File: config.mk
export PLATFORM = sky130hd
export DESIGN_NAME = auxc_top
export DESIGN_NICKNAME = d
export VERILOG_FILES = /design/src/core/auxc_ale_gen.v /design/src/core/auxc_sync2.v /design/src/core/auxc_top.v
export VERILOG_INCLUDE_DIRS = /design/src /design/src/pkg
export SDC_FILE = /design/constraint.sdc
export NUM_CORES = 1
export LEC_CHECK = 0
export ABC_AREA = 1
export BUFFER_PORTS_ARGS = -buffer_cell sky130_fd_sc_hd__buf_2
export CELL_PAD_IN_SITES_DETAIL_PLACEMENT = 1
export CELL_PAD_IN_SITES_GLOBAL_PLACEMENT = 1
export CORE_UTILIZATION = 39
export CTS_BUF_LIST = sky130_fd_sc_hd__clkbuf_16
export CTS_CLUSTER_SIZE = 8
export DETAILED_ROUTE_END_ITERATION = 10
export PLACE_DENSITY_LB_ADDON = 0.1
export SLEW_MARGIN = 10
export SYNTH_ARGS = -nofsm -noshare
export SYNTH_HDL_FRONTEND = slang
export SYNTH_SLANG_ARGS = --single-unit
File: constraint.sdc
create_clock -name i_clock -period 4.1 [get_ports i_clock]
set_input_delay 0.41 -clock i_clock [delete_from_list [all_inputs] [get_ports i_clock]]
set_output_delay 0.41 -clock i_clock [all_outputs]
set_load 0.05 [all_outputs]
File: src/pkg/auxc_consts.vh
// Constants for the auxiliary control register and external bus timing
// Functional notes
// - Register at SFR address 8e, not bit addressable, low five bits reset to zero.
// - wdt_idle_halt set stops watchdog counting in idle; clear keeps it counting.
// - reset_out_disable clear lets watchdog reset drive pin at reset_polarity; set: input only.
// - Fast mode: waits 0..3, strobe 1,2,2,3 cycles, latch setup 1,1,2,2 cycles.
// - Compatibility: strobe 3 or 15 cycles, latch setup 1.5 cycles in the table, run as 1 cycle.
// - Upper wait bit forced to zero in compatibility mode.
// - external_ram_only set sends every external move to the external bus.
// - Latch strobe free-runs at clock/3 compatibility, clock/2 fast, when enabled.
// - ale_idle_disable set holds latch strobe high except during external accesses.
// - Bits 4 and 3 act as watchdog controls only in compatibility mode.
// - Full address held stable on both ports at latch strobe falling edge.
// - Nonzero wait settings lengthen read and write strobes by 1, 1 or 2 cycles in fast mode, by 12 in compatibility when bit 2 is set.
`ifndef AUXC_CONSTS_VH
`define AUXC_CONSTS_VH
`define AUXC_SFR_ADDR      8'h8e
`define AUXC_RESET         8'h00
`define AUXC_BIT_ALE_DIS   0
`define AUXC_BIT_EXTERNAL_RAM_ONLY     1
`define AUXC_BIT_WS_LO     2
`define AUXC_BIT_WS_HI     3
`define AUXC_BIT_IDLE_HALT 4
`define AUXC_DEF_MASK      8'h1f
`define AUXC_TOP_READ      3'h0
`define AUXC_CMP_STROBE    4'h3
`define AUXC_CMP_STROBE_W1 4'hf
`define AUXC_CMP_SETUP_H   4'h3
`define AUXC_ALE_DIV_FAST  2'h2
`define AUXC_ALE_DIV_CMP   2'h3
`define AUXC_INT_TOP       16'h00ff
`endif

File: src/core/auxc_ale_gen.v
// Free-running address latch strobe divider
`timescale 1ns/100ps
`include "auxc_consts.vh"
module auxc_ale_gen (
  input  wire       i_clock,    // System clock
  input  wire       i_rst_n,    // Sync reset, active low
  input  wire       i_ce,       // Clock enable
  input  wire       i_fast,     // Fast mode
  output reg        o_tick      // One-cycle pulse at clock/2 or clock/3
);
  reg  [1:0] cnt_q;
  wire [1:0] div = i_fast ? `AUXC_ALE_DIV_FAST : `AUXC_ALE_DIV_CMP;
  always @(posedge i_clock) begin
    if (!i_rst_n) begin
      // Start one step in, so the first free pulse after reset comes one cycle sooner than the steady rate
      cnt_q  <= 2'h1;
      o_tick <= 1'b0;
    end else if (i_ce) begin
      if (cnt_q >= div - 2'h1) begin
        cnt_q  <= 2'h0;
        o_tick <= 1'b1;
      end else begin
        cnt_q  <= cnt_q + 2'h1;
        o_tick <= 1'b0;
      end
    end
  end
endmodule // auxc_ale_gen

File: src/core/auxc_sync2.v
// Two-flop synchroniser for a pin level
`timescale 1ns/100ps
module auxc_sync2 (
  input  wire i_clock,   // System clock
  input  wire i_rst_n,   // Sync reset, active low
  input  wire i_ce,      // Clock enable
  input  wire i_async,   // Asynchronous input
  output reg  o_sync     // Synchronised level
);
  reg meta_q;
  always @(posedge i_clock) begin
    if (!i_rst_n) begin
      meta_q <= 1'b0;
      o_sync <= 1'b0;
    end else if (i_ce) begin
      meta_q <= i_async;
      o_sync <= meta_q;
    end
  end
endmodule // auxc_sync2

File: src/core/auxc_top.v
// Auxiliary control register and external data bus sequencer
`timescale 1ns/100ps
`include "auxc_consts.vh"
module auxc_top (
  input  wire        i_clock,          // 100 MHz system clock
  input  wire        i_rst_n,          // Sync reset, active low
  input  wire        i_ce,             // Clock enable, freezes all state when low
  input  wire        i_fast,           // 1 = fast mode, 0 = compatibility mode
  input  wire [7:0]  i_sfr_addr,       // SFR address
  input  wire        i_sfr_wr,         // SFR write strobe
  input  wire        i_sfr_rd,         // SFR read strobe
  input  wire [7:0]  i_sfr_wdata,      // SFR write data
  output reg  [7:0]  o_sfr_rdata,      // SFR read data
  output wire        o_sfr_hit,        // Address decodes to this register
  input  wire        i_watchdog_control_reg_idle,    // Idle halt bit from watchdog control reg
  input  wire        i_watchdog_control_reg_rstdis,  // Reset out disable from watchdog control reg
  input  wire        i_idle,           // Core in idle
  input  wire        i_wdt_reset,      // Watchdog reset pulse
  input  wire        i_reset_polarity, // Reset pin active level
  output wire        o_wdt_count_en,   // Watchdog counter may count
  output reg         o_rst_pin_out,    // Reset pin drive value
  output reg         o_rst_pin_oe_n,   // Reset pin enable, low = drive
  input  wire        i_xreq,           // External move request pulse
  input  wire        i_xwrite,         // 1 = write, 0 = read
  input  wire [15:0] i_xaddr,          // External move address
  input  wire [7:0]  i_xwdata,         // Write data
  output reg  [7:0]  o_xrdata,         // Read data
  output wire        o_xbusy,          // Transfer in progress
  output reg         o_xdone,          // One-cycle done pulse
  output wire        o_xinternal,      // Request served by internal memory
  output reg  [7:0]  o_p2_out,         // Upper address port
  output reg  [7:0]  o_p0_out,         // Low address / data port
  output reg         o_p0_oe_n,        // Port 0 enable, low = drive
  input  wire [7:0]  i_p0_in,          // Port 0 pin inputs
  output reg         o_ale,            // Address latch strobe
  output reg         o_rd_n,           // Read strobe, active low
  output reg         o_wr_n            // Write strobe, active low
);
  ////////////////////////////////////////////////////////////////////////////
  // Register
  reg  [4:0] aux_q;
  localparam [7:0] AUX_RST = `AUXC_RESET;
  wire       ale_dis   = aux_q[`AUXC_BIT_ALE_DIS];
  wire       ext_only  = aux_q[`AUXC_BIT_EXTERNAL_RAM_ONLY];
  wire       ws_lo     = aux_q[`AUXC_BIT_WS_LO];
  wire       ws_hi     = i_fast & aux_q[`AUXC_BIT_WS_HI];
  wire [1:0] wait_sel  = {ws_hi, ws_lo};
  wire       idle_halt = i_fast ? i_watchdog_control_reg_idle : aux_q[`AUXC_BIT_IDLE_HALT];
  wire       rst_dis   = i_fast ? i_watchdog_control_reg_rstdis : aux_q[`AUXC_BIT_WS_HI];

  assign o_sfr_hit = (i_sfr_addr == `AUXC_SFR_ADDR);

  always @(posedge i_clock) begin
    if (!i_rst_n) begin
      aux_q <= AUX_RST[4:0];
    end else if (i_ce && i_sfr_wr && o_sfr_hit) begin
      aux_q <= i_sfr_wdata[4:0];
    end
  end

  always @(posedge i_clock) begin
    if (!i_rst_n) begin
      o_sfr_rdata <= 8'h00;
    end else if (i_ce && i_sfr_rd) begin
      o_sfr_rdata <= o_sfr_hit ? {`AUXC_TOP_READ, aux_q} : 8'h00;
    end
  end

  ////////////////////////////////////////////////////////////////////////////
  // Watchdog options
  assign o_wdt_count_en = !(i_idle && idle_halt);

  always @(posedge i_clock) begin
    if (!i_rst_n) begin
      o_rst_pin_out  <= 1'b0;
      o_rst_pin_oe_n <= 1'b1;
    end else if (i_ce) begin
      o_rst_pin_out  <= i_reset_polarity;
      o_rst_pin_oe_n <= !(i_wdt_reset && !rst_dis);
    end
  end

  ////////////////////////////////////////////////////////////////////////////
  // Timing tables
  function [3:0] strobe_len;
    input       fast;
    input [1:0] ws;
    begin
      if (fast) begin
        case (ws)
          2'h0:    strobe_len = 4'h1;
          2'h1:    strobe_len = 4'h2;
          2'h2:    strobe_len = 4'h2;
          default: strobe_len = 4'h3;
        endcase
      end else begin
        strobe_len = ws[0] ? `AUXC_CMP_STROBE_W1 : `AUXC_CMP_STROBE;
      end
    end
  endfunction

  // Setup counted in half cycles, then halved with truncation, so the 1.5 cycle figure runs as 1
  function [3:0] setup_half;
    input       fast;
    input [1:0] ws;
    begin
      if (fast) begin
        setup_half = ws[1] ? 4'h4 : 4'h2;
      end else begin
        setup_half = `AUXC_CMP_SETUP_H;
      end
    end
  endfunction

  ////////////////////////////////////////////////////////////////////////////
  // Free-running latch strobe
  wire ale_tick;
  auxc_ale_gen u_ale (
    .i_clock (i_clock),
    .i_rst_n (i_rst_n),
    .i_ce    (i_ce),
    .i_fast  (i_fast),
    .o_tick  (ale_tick)
  );

  wire [7:0] p0_sync;
  genvar g;
  generate
    for (g = 0; g < 8; g = g + 1) begin : g_p0sync
      auxc_sync2 u_sync (
        .i_clock (i_clock),
        .i_rst_n (i_rst_n),
        .i_ce    (i_ce),
        .i_async (i_p0_in[g]),
        .o_sync  (p0_sync[g])
      );
    end
  endgenerate

  ////////////////////////////////////////////////////////////////////////////
  // External access sequencer
  localparam ST_IDLE  = 3'h0;
  localparam ST_ALE   = 3'h1;
  localparam ST_SETUP = 3'h2;
  localparam ST_STRB  = 3'h3;
  localparam ST_HOLD  = 3'h4;

  reg [2:0]  state_q;
  reg [3:0]  cnt_q;
  reg        wr_q;
  reg [7:0]  wdata_q;
  reg [15:0] addr_q;

  wire is_int = !ext_only && (i_xaddr <= `AUXC_INT_TOP);
  assign o_xinternal = i_xreq && is_int;
  assign o_xbusy     = (state_q != ST_IDLE);
  wire   start       = i_xreq && !is_int && !o_xbusy;

  always @(posedge i_clock) begin
    if (!i_rst_n) begin
      state_q   <= ST_IDLE;
      cnt_q     <= 4'h0;
      wr_q      <= 1'b0;
      wdata_q   <= 8'h00;
      addr_q    <= 16'h0000;
      o_xrdata  <= 8'h00;
      o_xdone   <= 1'b0;
      o_p2_out  <= 8'h00;
      o_p0_out  <= 8'h00;
      o_p0_oe_n <= 1'b1;
      o_ale     <= 1'b1;
      o_rd_n    <= 1'b1;
      o_wr_n    <= 1'b1;
    end else if (i_ce) begin
      o_xdone <= 1'b0;
      case (state_q)
        ST_IDLE: begin
          o_rd_n    <= 1'b1;
          o_wr_n    <= 1'b1;
          o_p0_oe_n <= 1'b1;
          o_ale     <= ale_dis ? 1'b1 : ale_tick;
          if (start) begin
            addr_q    <= i_xaddr;
            wr_q      <= i_xwrite;
            wdata_q   <= i_xwdata;
            o_p2_out  <= i_xaddr[15:8];
            o_p0_out  <= i_xaddr[7:0];
            o_p0_oe_n <= 1'b0;
            o_ale     <= 1'b1;
            state_q   <= ST_ALE;
          end
        end
        ST_ALE: begin
          o_ale   <= 1'b0;
          cnt_q   <= setup_half(i_fast, wait_sel) >> 1;
          state_q <= ST_SETUP;
        end
        ST_SETUP: begin
          if (cnt_q <= 4'h1) begin
            if (wr_q) begin
              o_p0_out <= wdata_q;
              o_wr_n   <= 1'b0;
            end else begin
              o_p0_oe_n <= 1'b1;
              o_rd_n    <= 1'b0;
            end
            cnt_q   <= strobe_len(i_fast, wait_sel);
            state_q <= ST_STRB;
          end else begin
            cnt_q <= cnt_q - 4'h1;
          end
        end
        ST_STRB: begin
          if (cnt_q <= 4'h1) begin
            o_rd_n   <= 1'b1;
            o_wr_n   <= 1'b1;
            cnt_q    <= wr_q ? 4'h0 : 4'h1;
            state_q  <= ST_HOLD;
          end else begin
            cnt_q <= cnt_q - 4'h1;
          end
        end
        // Read data reaches us through the two-flop pin synchroniser, so let it drain
        ST_HOLD: begin
          o_p0_oe_n <= 1'b1;
          if (cnt_q == 4'h0) begin
            o_xrdata <= wr_q ? o_xrdata : p0_sync;
            o_xdone  <= 1'b1;
            state_q  <= ST_IDLE;
          end else begin
            cnt_q <= cnt_q - 4'h1;
          end
        end
        default: state_q <= ST_IDLE;
      endcase
    end
  end
endmodule // auxc_top

==> results of run 1 <==
## worst max-delay path by stage
stage             startpoint     endpoint  cells past startpoint
2_1_floorplan    i_xaddr[15]  o_xinternal                      5
3_3_place_gp            i_ce  o_xrdata[7]                      6
3_5_place_dp            i_ce  o_xrdata[6]                      6
4_1_cts        i_sfr_addr[5]    o_sfr_hit                      4
5_1_grt             cnt_q[0]  o_p0_out[3]                     11
6_report       i_sfr_addr[5]    o_sfr_hit                      4
## cell type report
| type | count | share of cell area |
|---|---|---|
| timing repair buffer | 98 | 0.111 |
| tap | 108 | 0.0303 |
| clock buffer | 9 | 0.0505 |
| sequential | 76 | 0.341 |
| inverter | 49 | 0.0429 |
| clock inverter | 7 | 0.0185 |
| multi-input combinational | 379 | 0.406 |
## placed cells by master (no fill, tap or decap), drive strengths merged, types with 3 or more instances in the layout
cell / count
nand2: 133
nor2: 132
buf: 98
dfxtp: 76
inv: 49
o21ai: 45
a21oi: 24
nand3: 12
nand3b: 9
clkbuf: 9
ha: 6
clkinv: 4
conb: 3
nand4: 3
## worst max-delay path: stages
cell    delay [ps]
buf_2          100
nor4_1         370
and2_1         310
buf_2          310
## power groups by stage
stage	clock (uW)	sequential (uW)	combinational, uW
after floorplan	0	982	314
after global placement	0	860	547
after detailed placement	0	863	563
after CTS	832	847	571
after global routing	864	854	626
final	819	847	565
## logic make-up after synthesis
kind of cell / after synthesis
AO/OA/AOI/OAI: 72
XOR/XNOR: 3
adder cells (fa/ha/maj): 6
buffers and inverters: 73
flip-flops: 76
other: 1
AND/OR/NAND/NOR: 295
## synthesized netlist by cell type (all sizes together)
cell    count  area, um^2
nand3b      9        67.6
nand4       3        33.8
nor2      132         562
nand2     133         547
and2        2        12.5
a211oi      1        7.51
nor4        1        6.26
conb        1        3.75
clkbuf     10        37.5
a21oi      24         120
nand3      12        82.6
inv        46         175
or2         1        6.26
nor3b       1        7.51
clkinv      3        16.3
o21ai      45         225
o211ai      1        7.51
dfxtp      76        1520
nor3        1        5.00
buf        14        90.1
xor2        2        17.5
xnor2       1        8.76
o21bai      1        7.51
ha          6        75.1
## state kept, by name (all words and copies together) (netlist names), 2 cells and up
signal / flops
g_p0sync.u_sync.o_sync: 8
cnt_q: 4
u_ale.cnt_q: 2
g_p0sync.u_sync.meta_q: 8
o_p2_out: 8
wdata_q: 8
state_q: 3
o_sfr_rdata: 5
o_p0_out: 8
o_xrdata: 8
aux_q: 5
## per-stage QoR
| step | utilization | total power, uW |
|---|---|---|
| 6_report | 0.502 | 2230 |
| 5_1_grt | 0.502 | 2340 |
| 4_1_cts | 0.502 | 2250 |
| 3_5_place_dp | 0.467 | 1430 |
| 3_3_place_gp | 0.467 | 1410 |
| 2_1_floorplan | - | 1300 |
## per-layer routing
metal	global-route usage	vias to the layer above	part of all wire
met2	0.386	59	0.50
met3	0.0418	20	0.033
li1	-	1805	-
met4	0.0838	2	0.019
met1	0.241	1641	0.44
met5	0	-	0.0016
==> summary.md, run 1 <==
| Metric | Value |
|---|---|
| Complex-gate fraction of the synthesized area | `0.101` |
| Final WS setup | `2200 ps` |
| Sw frac | `0.352` |
| P_int | `1450 uW` |
| Die ar. | `9730 um^2` |
| Placed cell count | `710` |
| CTS Root Cell | `clkbuf_16` |
| I/O Buffers | `97` |
| Htree depth | `3` |
| WP data required | `3690 ps` |
| Hold_buf cts | `0` |
| Net Switching | `785 uW` |
| Register area | `1520 um^2` |
| Post-synthesis sequential area ratio | `0.418` |
| # resized after CTS | `0` |
| R2R Path Start | `cnt_q[0]` |
| Pin slew with the least headroom to its limit | `735 ps` |
| Num rows | `34` |
| Per-cell routed wire length | `13.4 um` |
| Lkg Pwr | `0.00229 uW` |
| RD Place Congestion | `0.843` |
| # setup viols final | `0` |
| Part of the power in combinational logic | `0.253` |
| HPWL after detailed placement | `6730 um` |
| Largest net degree at the start of global routing | `68` |
| Pins Over Slew Limit | `0` |
| DRC violations left | `0` |
| Via Count | `3,527` |
| Fin crit share | `0.464` |
| Detailed Route WL | `9760 um` |
| Die X | `98.7 um` |
| Dpl ws | `1960 ps` |
| CP Max Fanout | `6` |
| Die height | `98.7 um` |
| Critical R2R Capture | `o_p0_out[5]` |
| Fin crit period | `1900 ps` |
| Sequential Power Share | `0.379` |
| Status | `finished clean` |
| Crit path DAT | `1490 ps` |
| R2r setup slk | `2240 ps` |
| Worst-skew pair later-pin latency | `340 ps` |
| Final Hold Violating Endpoints | `0` |
| Worst R2R Path Depth | `11` |
| Syn Inst Count | `526` |
| CTS Buf Count | `9` |
| Io pins | `104` |
| Yosys warns | `0` |
| Iteration-0 DRC count of the detailed router | `73` |
| Max-slew headroom | `0.509` |
| P per Cell Area | `500 nW/um^2` |
| Fillcell total | `1,206` |
| Initial Utilization | `0.410` |
| Crit path kind | `in2out` |
| Hold path startpoint | `i_p0_in[1]` |
| Synth Area in XOR/XNOR | `0.00721` |
| Area of the multi-input gates | `1810 um^2` |
| Synth Cell Area | `3640 um^2` |
| Vias in the first global route | `3,596` |
| Core Box Area | `8890 um^2` |
| Largest family of logic cells by synthesized area | `simple AND/OR/NAND/NOR gates` |
| Pre-Repair DR Iteration Count | `4` |
| Post-synthesis cell type count | `38` |
| Grt ovf | `0` |
| Power share of the clock group | `0.367` |
| Max cap viols | `0` |
| Min-Delay Path Class | `in2reg` |
| Layout overhead on the synthesized area | `22.4%` |
| Hold Path Depth | `3` |
| Critical path capture point type | `primary output` |
| Layout Skew | `8.49 ps` |
| Layout cells sized above 1 | `0.231` |
| Placed instance area | `4150 um^2` |
| Antenna cells | `0` |
| Mean post-synth cell area | `6.93 um^2` |
| Multiplexer area fraction after synthesis | `0` |
| Final ANT Viol Nets | `0` |
| Peak supply drop | `0.244 mV` |
| Vias per inst | `4.86` |
| Simple-Gate Fraction of Synth Area | `0.365` |
| Fmax | `0.526 GHz` |
| GR Util All Layers | `0.211` |
| Hold Slack | `292 ps` |
| Adder-cell share of the synthesized area | `0.0206` |
| WHS Endpoint | `g_p0sync[1].u_sync.meta_q` |
| CTS tree | `done` |
| Initial antenna violation count | `1` |
| FF+latch count, synth | `76` |
| Fin Setup TNS | `0 ps` |
| Final Cell Area | `4460 um^2` |
| First-pass GRT wire length | `16,400 um` |
| Clock transition at path regs | `70 ps` |
| Critical Path Start Type | `input pin` |
| Non-filler cells, final | `726` |
| Post-CTS Setup Bufs | `0` |
| Max Buffers Root-to-Sink | `2` |
| Number of nets in the layout | `680` |
| Clock Sinks | `76` |
| RSZ-0062 raised after global routing | `false` |
No activity file was read; power rests on OpenSTA's default activity.
==> run 2: changes to the inputs <==
Settings changed: CORE_UTILIZATION 39 to 36.
Clock period 4.1 ns to 1.9 ns, I/O delays scaled along.
==> run 2 against run 1 <==
Clock power is 98% higher. Sequential share of layout area shrank 0.42 points. Utilization is 4.0 points lower. Clock skew increased by 1.7 ps. Die area increased by 8.2%. Register-to-register slack lost 2000 ps. Combinational power grew 120%. Critical path depth is 2 higher. Global-route usage is 1.7 points lower. First-iteration DRC count stayed put. Worst setup slack lost 2000 ps. Largest power group unchanged.
==> summary.md, run 2 (synthesis results as in run 1) <==
| Metric | Value |
|---|---|
| RSZ-0062 raised after global routing | `false` |
| Core Box Area | `9770 um^2 (+9.9%)` |
| Critical path capture point type | `primary output` |
| Pre-Repair DR Iteration Count | `4 (unchanged)` |
| WP data required | `1710 ps (-1980 ps)` |
| Max Buffers Root-to-Sink | `2 (unchanged)` |
| Initial antenna violation count | `0 (-1)` |
| Max cap viols | `0 (unchanged)` |
| Vias per inst | `4.68 (-3.7%)` |
| Layout overhead on the synthesized area | `23.9%` |
| CP cell instances | `nor2_1 -> nand2_1 -> nor2_1 -> nand2_1 -> nor2_1 -> buf_2` |
| First-pass GRT wire length | `15,900 um (-3.1%)` |
| CTS tree | `done` |
| Crit path kind | `reg2out` |
| Crit-path max cell delay | `330 ps (-40 ps)` |
| Final Hold Violating Endpoints | `0 (unchanged)` |
| P per Cell Area | `1040 nW/um^2 (+110%)` |
| Min-Delay Path Class | `in2reg` |
| Detailed Route WL | `9610 um (-1.5%)` |
| Vias in the first global route | `3,525 (-2.0%)` |
| Fin crit share | `0.895` |
| Initial Utilization | `0.373 (-0.0370)` |
| Fillcell total | `1,308 (+8.5%)` |
| WP buf/inv | `1 (-1)` |
| Crit path max-delay family | `simple AND/OR/NAND/NOR gates` |
| Via Count | `3,536 (+0.26%)` |
| Grt ovf | `0 (unchanged)` |
| Fmax | `0.588 GHz` |
| Hold path startpoint | `i_reset_polarity` |
| Pwr Total | `4690 uW (+110%)` |
| Most numerous cell on the critical path | `nor2_1` |
| Die height | `103 um (+4.0%)` |
| Status | `finished clean` |
| Most frequent cells in the layout | `nand2_1 (124), nor2_1 (123), buf_2 (97)` |
| Num rows | `36 (+5.9%)` |
| Final ANT Viol Nets | `0 (unchanged)` |
| Number of nets in the layout | `685 (+0.74%)` |
| RD Place Congestion | `0.766 (-9.2%)` |
| Crit path DAT | `1510 ps (+20 ps)` |
| CTS Buf Count | `9 (unchanged)` |
| Clock transition at path regs | `70 ps (about the same)` |
| CP Max Fanout | `3 (-3)` |
| Clock Sinks | `76 (unchanged)` |
| CP max stage cell | `dfxtp_1` |
| Dpl ws | `98.7 ps (-1860 ps)` |
| Commonest non-fill, non-tap cell in the layout | `nand2_1` |
| Fin Setup TNS | `0 ps (unchanged)` |
| Crit path launch | `aux_q[1]` |
| Io pins | `104 (unchanged)` |
| Die X | `103 um (+4.0%)` |
| # resized after CTS | `0 (unchanged)` |
| Largest net degree at the start of global routing | `35 (-49%)` |
| Peak supply drop | `0.398 mV (+63%)` |
| Layout cells sized above 1 | `0.238 (+0.00617)` |
| Fin crit period | `1700 ps` |
| Register area | `1520 um^2 (unchanged)` |
| I/O Buffers | `97 (unchanged)` |
| Layout Skew | `10.2 ps (+1.67 ps)` |
| Critical Path Start Type | `flip-flop` |
| Max-slew headroom | `0.656 (+0.146)` |
| Pins Over Slew Limit | `0 (unchanged)` |
| Die ar. | `10,500 um^2 (+8.2%)` |
| # setup viols final | `0 (unchanged)` |
| Pin slew with the least headroom to its limit | `516 ps (-220 ps)` |
| DRC violations left | `0 (unchanged)` |
| CTS Root Cell | `clkbuf_16` |
| Iteration-0 DRC count of the detailed router | `73 (unchanged)` |
| Final WS setup | `199 ps (-2000 ps)` |
| Antenna cells | `0 (unchanged)` |
| Htree depth | `3 (unchanged)` |
| HPWL after detailed placement | `6950 um (+3.4%)` |
| Lkg Pwr | `0.00230 uW (+0.60%)` |
| GR Util All Layers | `0.194 (-0.0167)` |
| Area of the multi-input gates | `1810 um^2 (unchanged)` |
| Worst-skew pair later-pin latency | `330 ps (about the same)` |
| R2R Path Start | `cnt_q[0]` |
| Per-cell routed wire length | `12.7 um (-5.5%)` |
-- run 2: final timing paths --
path	slack, ps	cells past startpoint	endpoint
setup / recovery	200	6	o_xinternal
hold / removal	70	3	o_rst_pin_out
setup reg to reg	200	10	o_rd_n
hold reg to reg	450	2	o_rd_n
-- run 2: stage by stage --
step	hold WS (ps)	std cells	area (um^2)	utilization
3_3_place_gp	410	739	4210	0.431
2_1_floorplan	325	528	3650	-
3_5_place_dp	419	739	4210	0.431
4_1_cts	66.6	755	4490	0.460
6_report	72.1	756	4510	0.462
5_1_grt	90.3	756	4510	0.462
-- run 2: timing repair --
| action | CTS | global route |
|---|---|---|
| setup buffers | 0 | 1 |
| hold buffers | 0 | 0 |
| setup endpoints to repair | 0 | 8 |
-- run 2: power breakdown --
part,switching (uW),internal [uW]
logic,868,369
clock network,719,900
registers,92.1,1740
-- run 2: metal layers --
layer	GRT usage	wire length [um]
met5	0	0
met4	0.0670	110
met3	0.0393	380
met2	0.356	4840
met1	0.223	4270
-- run 2: worst register-to-register path: cells and delay by family, from the launching register on --
kind	cells	cell delay (ps)
buffers and inverters	2	160
adder cells (fa/ha/maj)	1	240
AND/OR/NAND/NOR	6	630
AO/OA/AOI/OAI	1	180
flip-flops	1	390
-- run 2: layout make-up --
type	count	area share
multi-input cells	379	0.401
flip-flops and latches	76	0.337
repair buffers	103	0.120
clock buffers	9	0.0499
inverters	49	0.0424
well taps	133	0.0369
clock inverters	7	0.0125
==> run 3: changes to the inputs <==
Settings changed: CORE_ASPECT_RATIO set to 2.
==> run 3 against run 2 <==
Sequential share of layout area fell by 0.81 points. First-iteration DRC count rose by 1.4%. Worst hold slack barely moved. Combinational power barely moved. Final cell count rose by 0.53%. Clock-buffer cell count did not move. Worst setup slack got worse by 69 ps. Wire length rose by 8.1%. Clock skew fell by 4.7 ps. Fmax fell by 3.9%. Critical endpoint is now o_wr_n. Largest power group is now clock. Highest routed layer unchanged.
==> summary.md, run 3 (synthesis results as in run 1) <==
| Metric | Value |
|---|---|
| Worst path depth | `10 (+4)` |
| Fin crit share | `0.932 (+0.0364)` |
| Commonest non-fill, non-tap cell in the layout | `nand2_1` |
| Per-cell routed wire length | `13.7 um (+7.5%)` |
| Number of nets in the layout | `690 (+0.73%)` |
| Layout Skew | `5.49 ps (-4.67 ps)` |
| Crit path launch | `cnt_q[0]` |
| R2R Path Start | `cnt_q[0]` |
| Fin crit period | `1770 ps (+69.1 ps)` |
| First-pass GRT wire length | `16,700 um (+4.9%)` |
| Detailed Route WL | `10,400 um (+8.1%)` |
| Critical Path Start Type | `flip-flop` |
| Hold Slack | `71.8 ps (-0.319 ps)` |
| CP max stage cell | `dfxtp_1` |
| CTS Root Cell | `clkbuf_16` |
| Most numerous cell on the critical path | `nand2_1` |
| Num rows | `51 (+42%)` |
| Critical R2R Capture | `o_wr_n` |
| WP data required | `2110 ps (+400 ps)` |
| Critical path capture point type | `flip-flop` |
| Die ar. | `10,600 um^2 (+0.23%)` |
| Worst R2R Path Depth | `10 (unchanged)` |
| DRC violations left | `0 (unchanged)` |
| Crit path DAT | `1980 ps (+470 ps)` |
| Core Box Area | `9760 um^2 (-0.12%)` |
| Htree depth | `3 (unchanged)` |
| Die height | `144 um (+41%)` |
| Min-Delay Path Class | `in2reg` |
| CP cell instances | `inv_1 -> ha_1 -> inv_1 -> nand2_1 -> nand2_1 -> nand2_1 -> nand3_2 -> nor2_1 -> a21oi_1 -> nand2_1` |
| RD Place Congestion | `0.830 (+8.4%)` |
| Peak supply drop | `0.577 mV (+45%)` |
| P per Cell Area | `1100 nW/um^2 (+6.3%)` |
| I/O Buffers | `97 (unchanged)` |
| Max Buffers Root-to-Sink | `2 (unchanged)` |
| Layout cells sized above 1 | `0.244 (+0.00607)` |
| Initial antenna violation count | `0 (unchanged)` |
| Antenna cells | `0 (unchanged)` |
| Pins Over Slew Limit | `0 (unchanged)` |
| Io pins | `104 (unchanged)` |
| Vias in the first global route | `3,679 (+4.4%)` |
| Pre-Repair DR Iteration Count | `4 (unchanged)` |
| CTS tree | `done` |
| Crit path kind | `reg2reg` |
| Clock Sinks | `76 (unchanged)` |
| Clock transition at path regs | `60 ps (about the same)` |
| Largest net degree at the start of global routing | `35 (unchanged)` |
| CTS Buf Count | `9 (unchanged)` |
| Final Hold Violating Endpoints | `0 (unchanged)` |
| Die X | `73.1 um (-29%)` |
| Lkg Pwr | `0.00236 uW (+2.7%)` |
| Initial Utilization | `0.373 (+0.000430)` |
| Layout overhead on the synthesized area | `27.0%` |
| Hold_buf cts | `0 (unchanged)` |
| Via Count | `3,580 (+1.2%)` |
| Fmax | `0.565 GHz (-3.9%)` |
| R2r setup slk | `130 ps (-70 ps)` |
| Worst-skew pair later-pin latency | `340 ps (about the same)` |
| Final ANT Viol Nets | `0 (unchanged)` |
| Vias per inst | `4.71 (+0.71%)` |
| GR Util All Layers | `0.207 (+0.0131)` |
| Crit-path max cell delay | `380 ps (+50 ps)` |
| HPWL after detailed placement | `7630 um (+9.7%)` |
| Max-slew headroom | `0.651 (-0.00416)` |
| Pin slew with the least headroom to its limit | `522 ps (+6.00 ps)` |
| Iteration-0 DRC count of the detailed router | `74 (+1.4%)` |
| RSZ-0062 raised after global routing | `false` |
| Fin Setup TNS | `0 ps (unchanged)` |
| CP Max Fanout | `4 (+1)` |
| # setup viols final | `0 (unchanged)` |
| Critical Path End | `o_wr_n` |
| Max cap viols | `0 (unchanged)` |
| WP buf/inv | `2 (+1)` |
| Crit path max-delay family | `simple AND/OR/NAND/NOR gates` |
| Most frequent cells in the layout | `nand2_1 (124), nor2_1 (123), buf_2 (96)` |
| Status | `finished clean` |
| Grt ovf | `0 (unchanged)` |
run 3: per-layer routing:
layer | up-vias | global-route usage | routed length [um]
met2 | 81 | 0.387 | 5760
met4 | 0 | 0.107 | 335
li1 | 1818 | - | -
met1 | 1661 | 0.213 | 3900
met5 | - | 0 | 0
met3 | 20 | 0.0355 | 389
run 3: worst min-delay path by stage:
| stage | startpoint | to | depth (start not counted) |
|---|---|---|---|
| after floorplan | i_p0_in[2] | g_p0sync[2].u_sync.meta_q | 2 |
| after global placement | i_xwdata[2] | wdata_q[2] | 3 |
| after detailed placement | i_xwdata[7] | wdata_q[7] | 3 |
| after CTS | i_p0_in[4] | g_p0sync[4].u_sync.meta_q | 3 |
| after global routing | i_p0_in[4] | g_p0sync[4].u_sync.meta_q | 3 |
| final | i_p0_in[6] | g_p0sync[6].u_sync.meta_q | 3 |
run 3: cell type report:
| class | instances | area (um^2) |
|---|---|---|
| clock buffer | 9 | 225 |
| clock inverter | 7 | 124 |
| fill | 1289 | 5140 |
| inverter | 49 | 191 |
| multi-input combinational | 380 | 1820 |
| sequential | 76 | 1520 |
| tap | 132 | 165 |
| timing repair buffer | 107 | 576 |
run 3: report_power, final:
part / internal, uW / total, uW / leakage, uW / switching, uW
Combinational: 373 / 1270 / 0.00157 / 898
Sequential: 1740 / 1830 / 0.000624 / 91.1
Clock: 1290 / 2000 / 0.000166 / 710
Total: 3400 / 5100 / 0.00236 / 1700
run 3: worst min-delay path, stage by stage:
cell and delay [ps]:
buf_2 70, nor2_1 30, nor2_1 80
run 3: stage by stage:
stage	util	setup slack (ps)	area, um^2	instances	total power (uW)
finish	0.474	130	4630	760	5100
global route	0.474	2.95	4630	760	5340
CTS	0.470	104	4590	758	5140
detailed placement	0.434	130	4240	742	3110
global placement	0.434	206	4240	742	3070
floorplan	-	390	3650	528	2800
run 3: what timing repair did:
item,in CTS,in global routing
buffers inserted,0,1
setup endpoints to repair,0,9
gates resized for setup,0,1
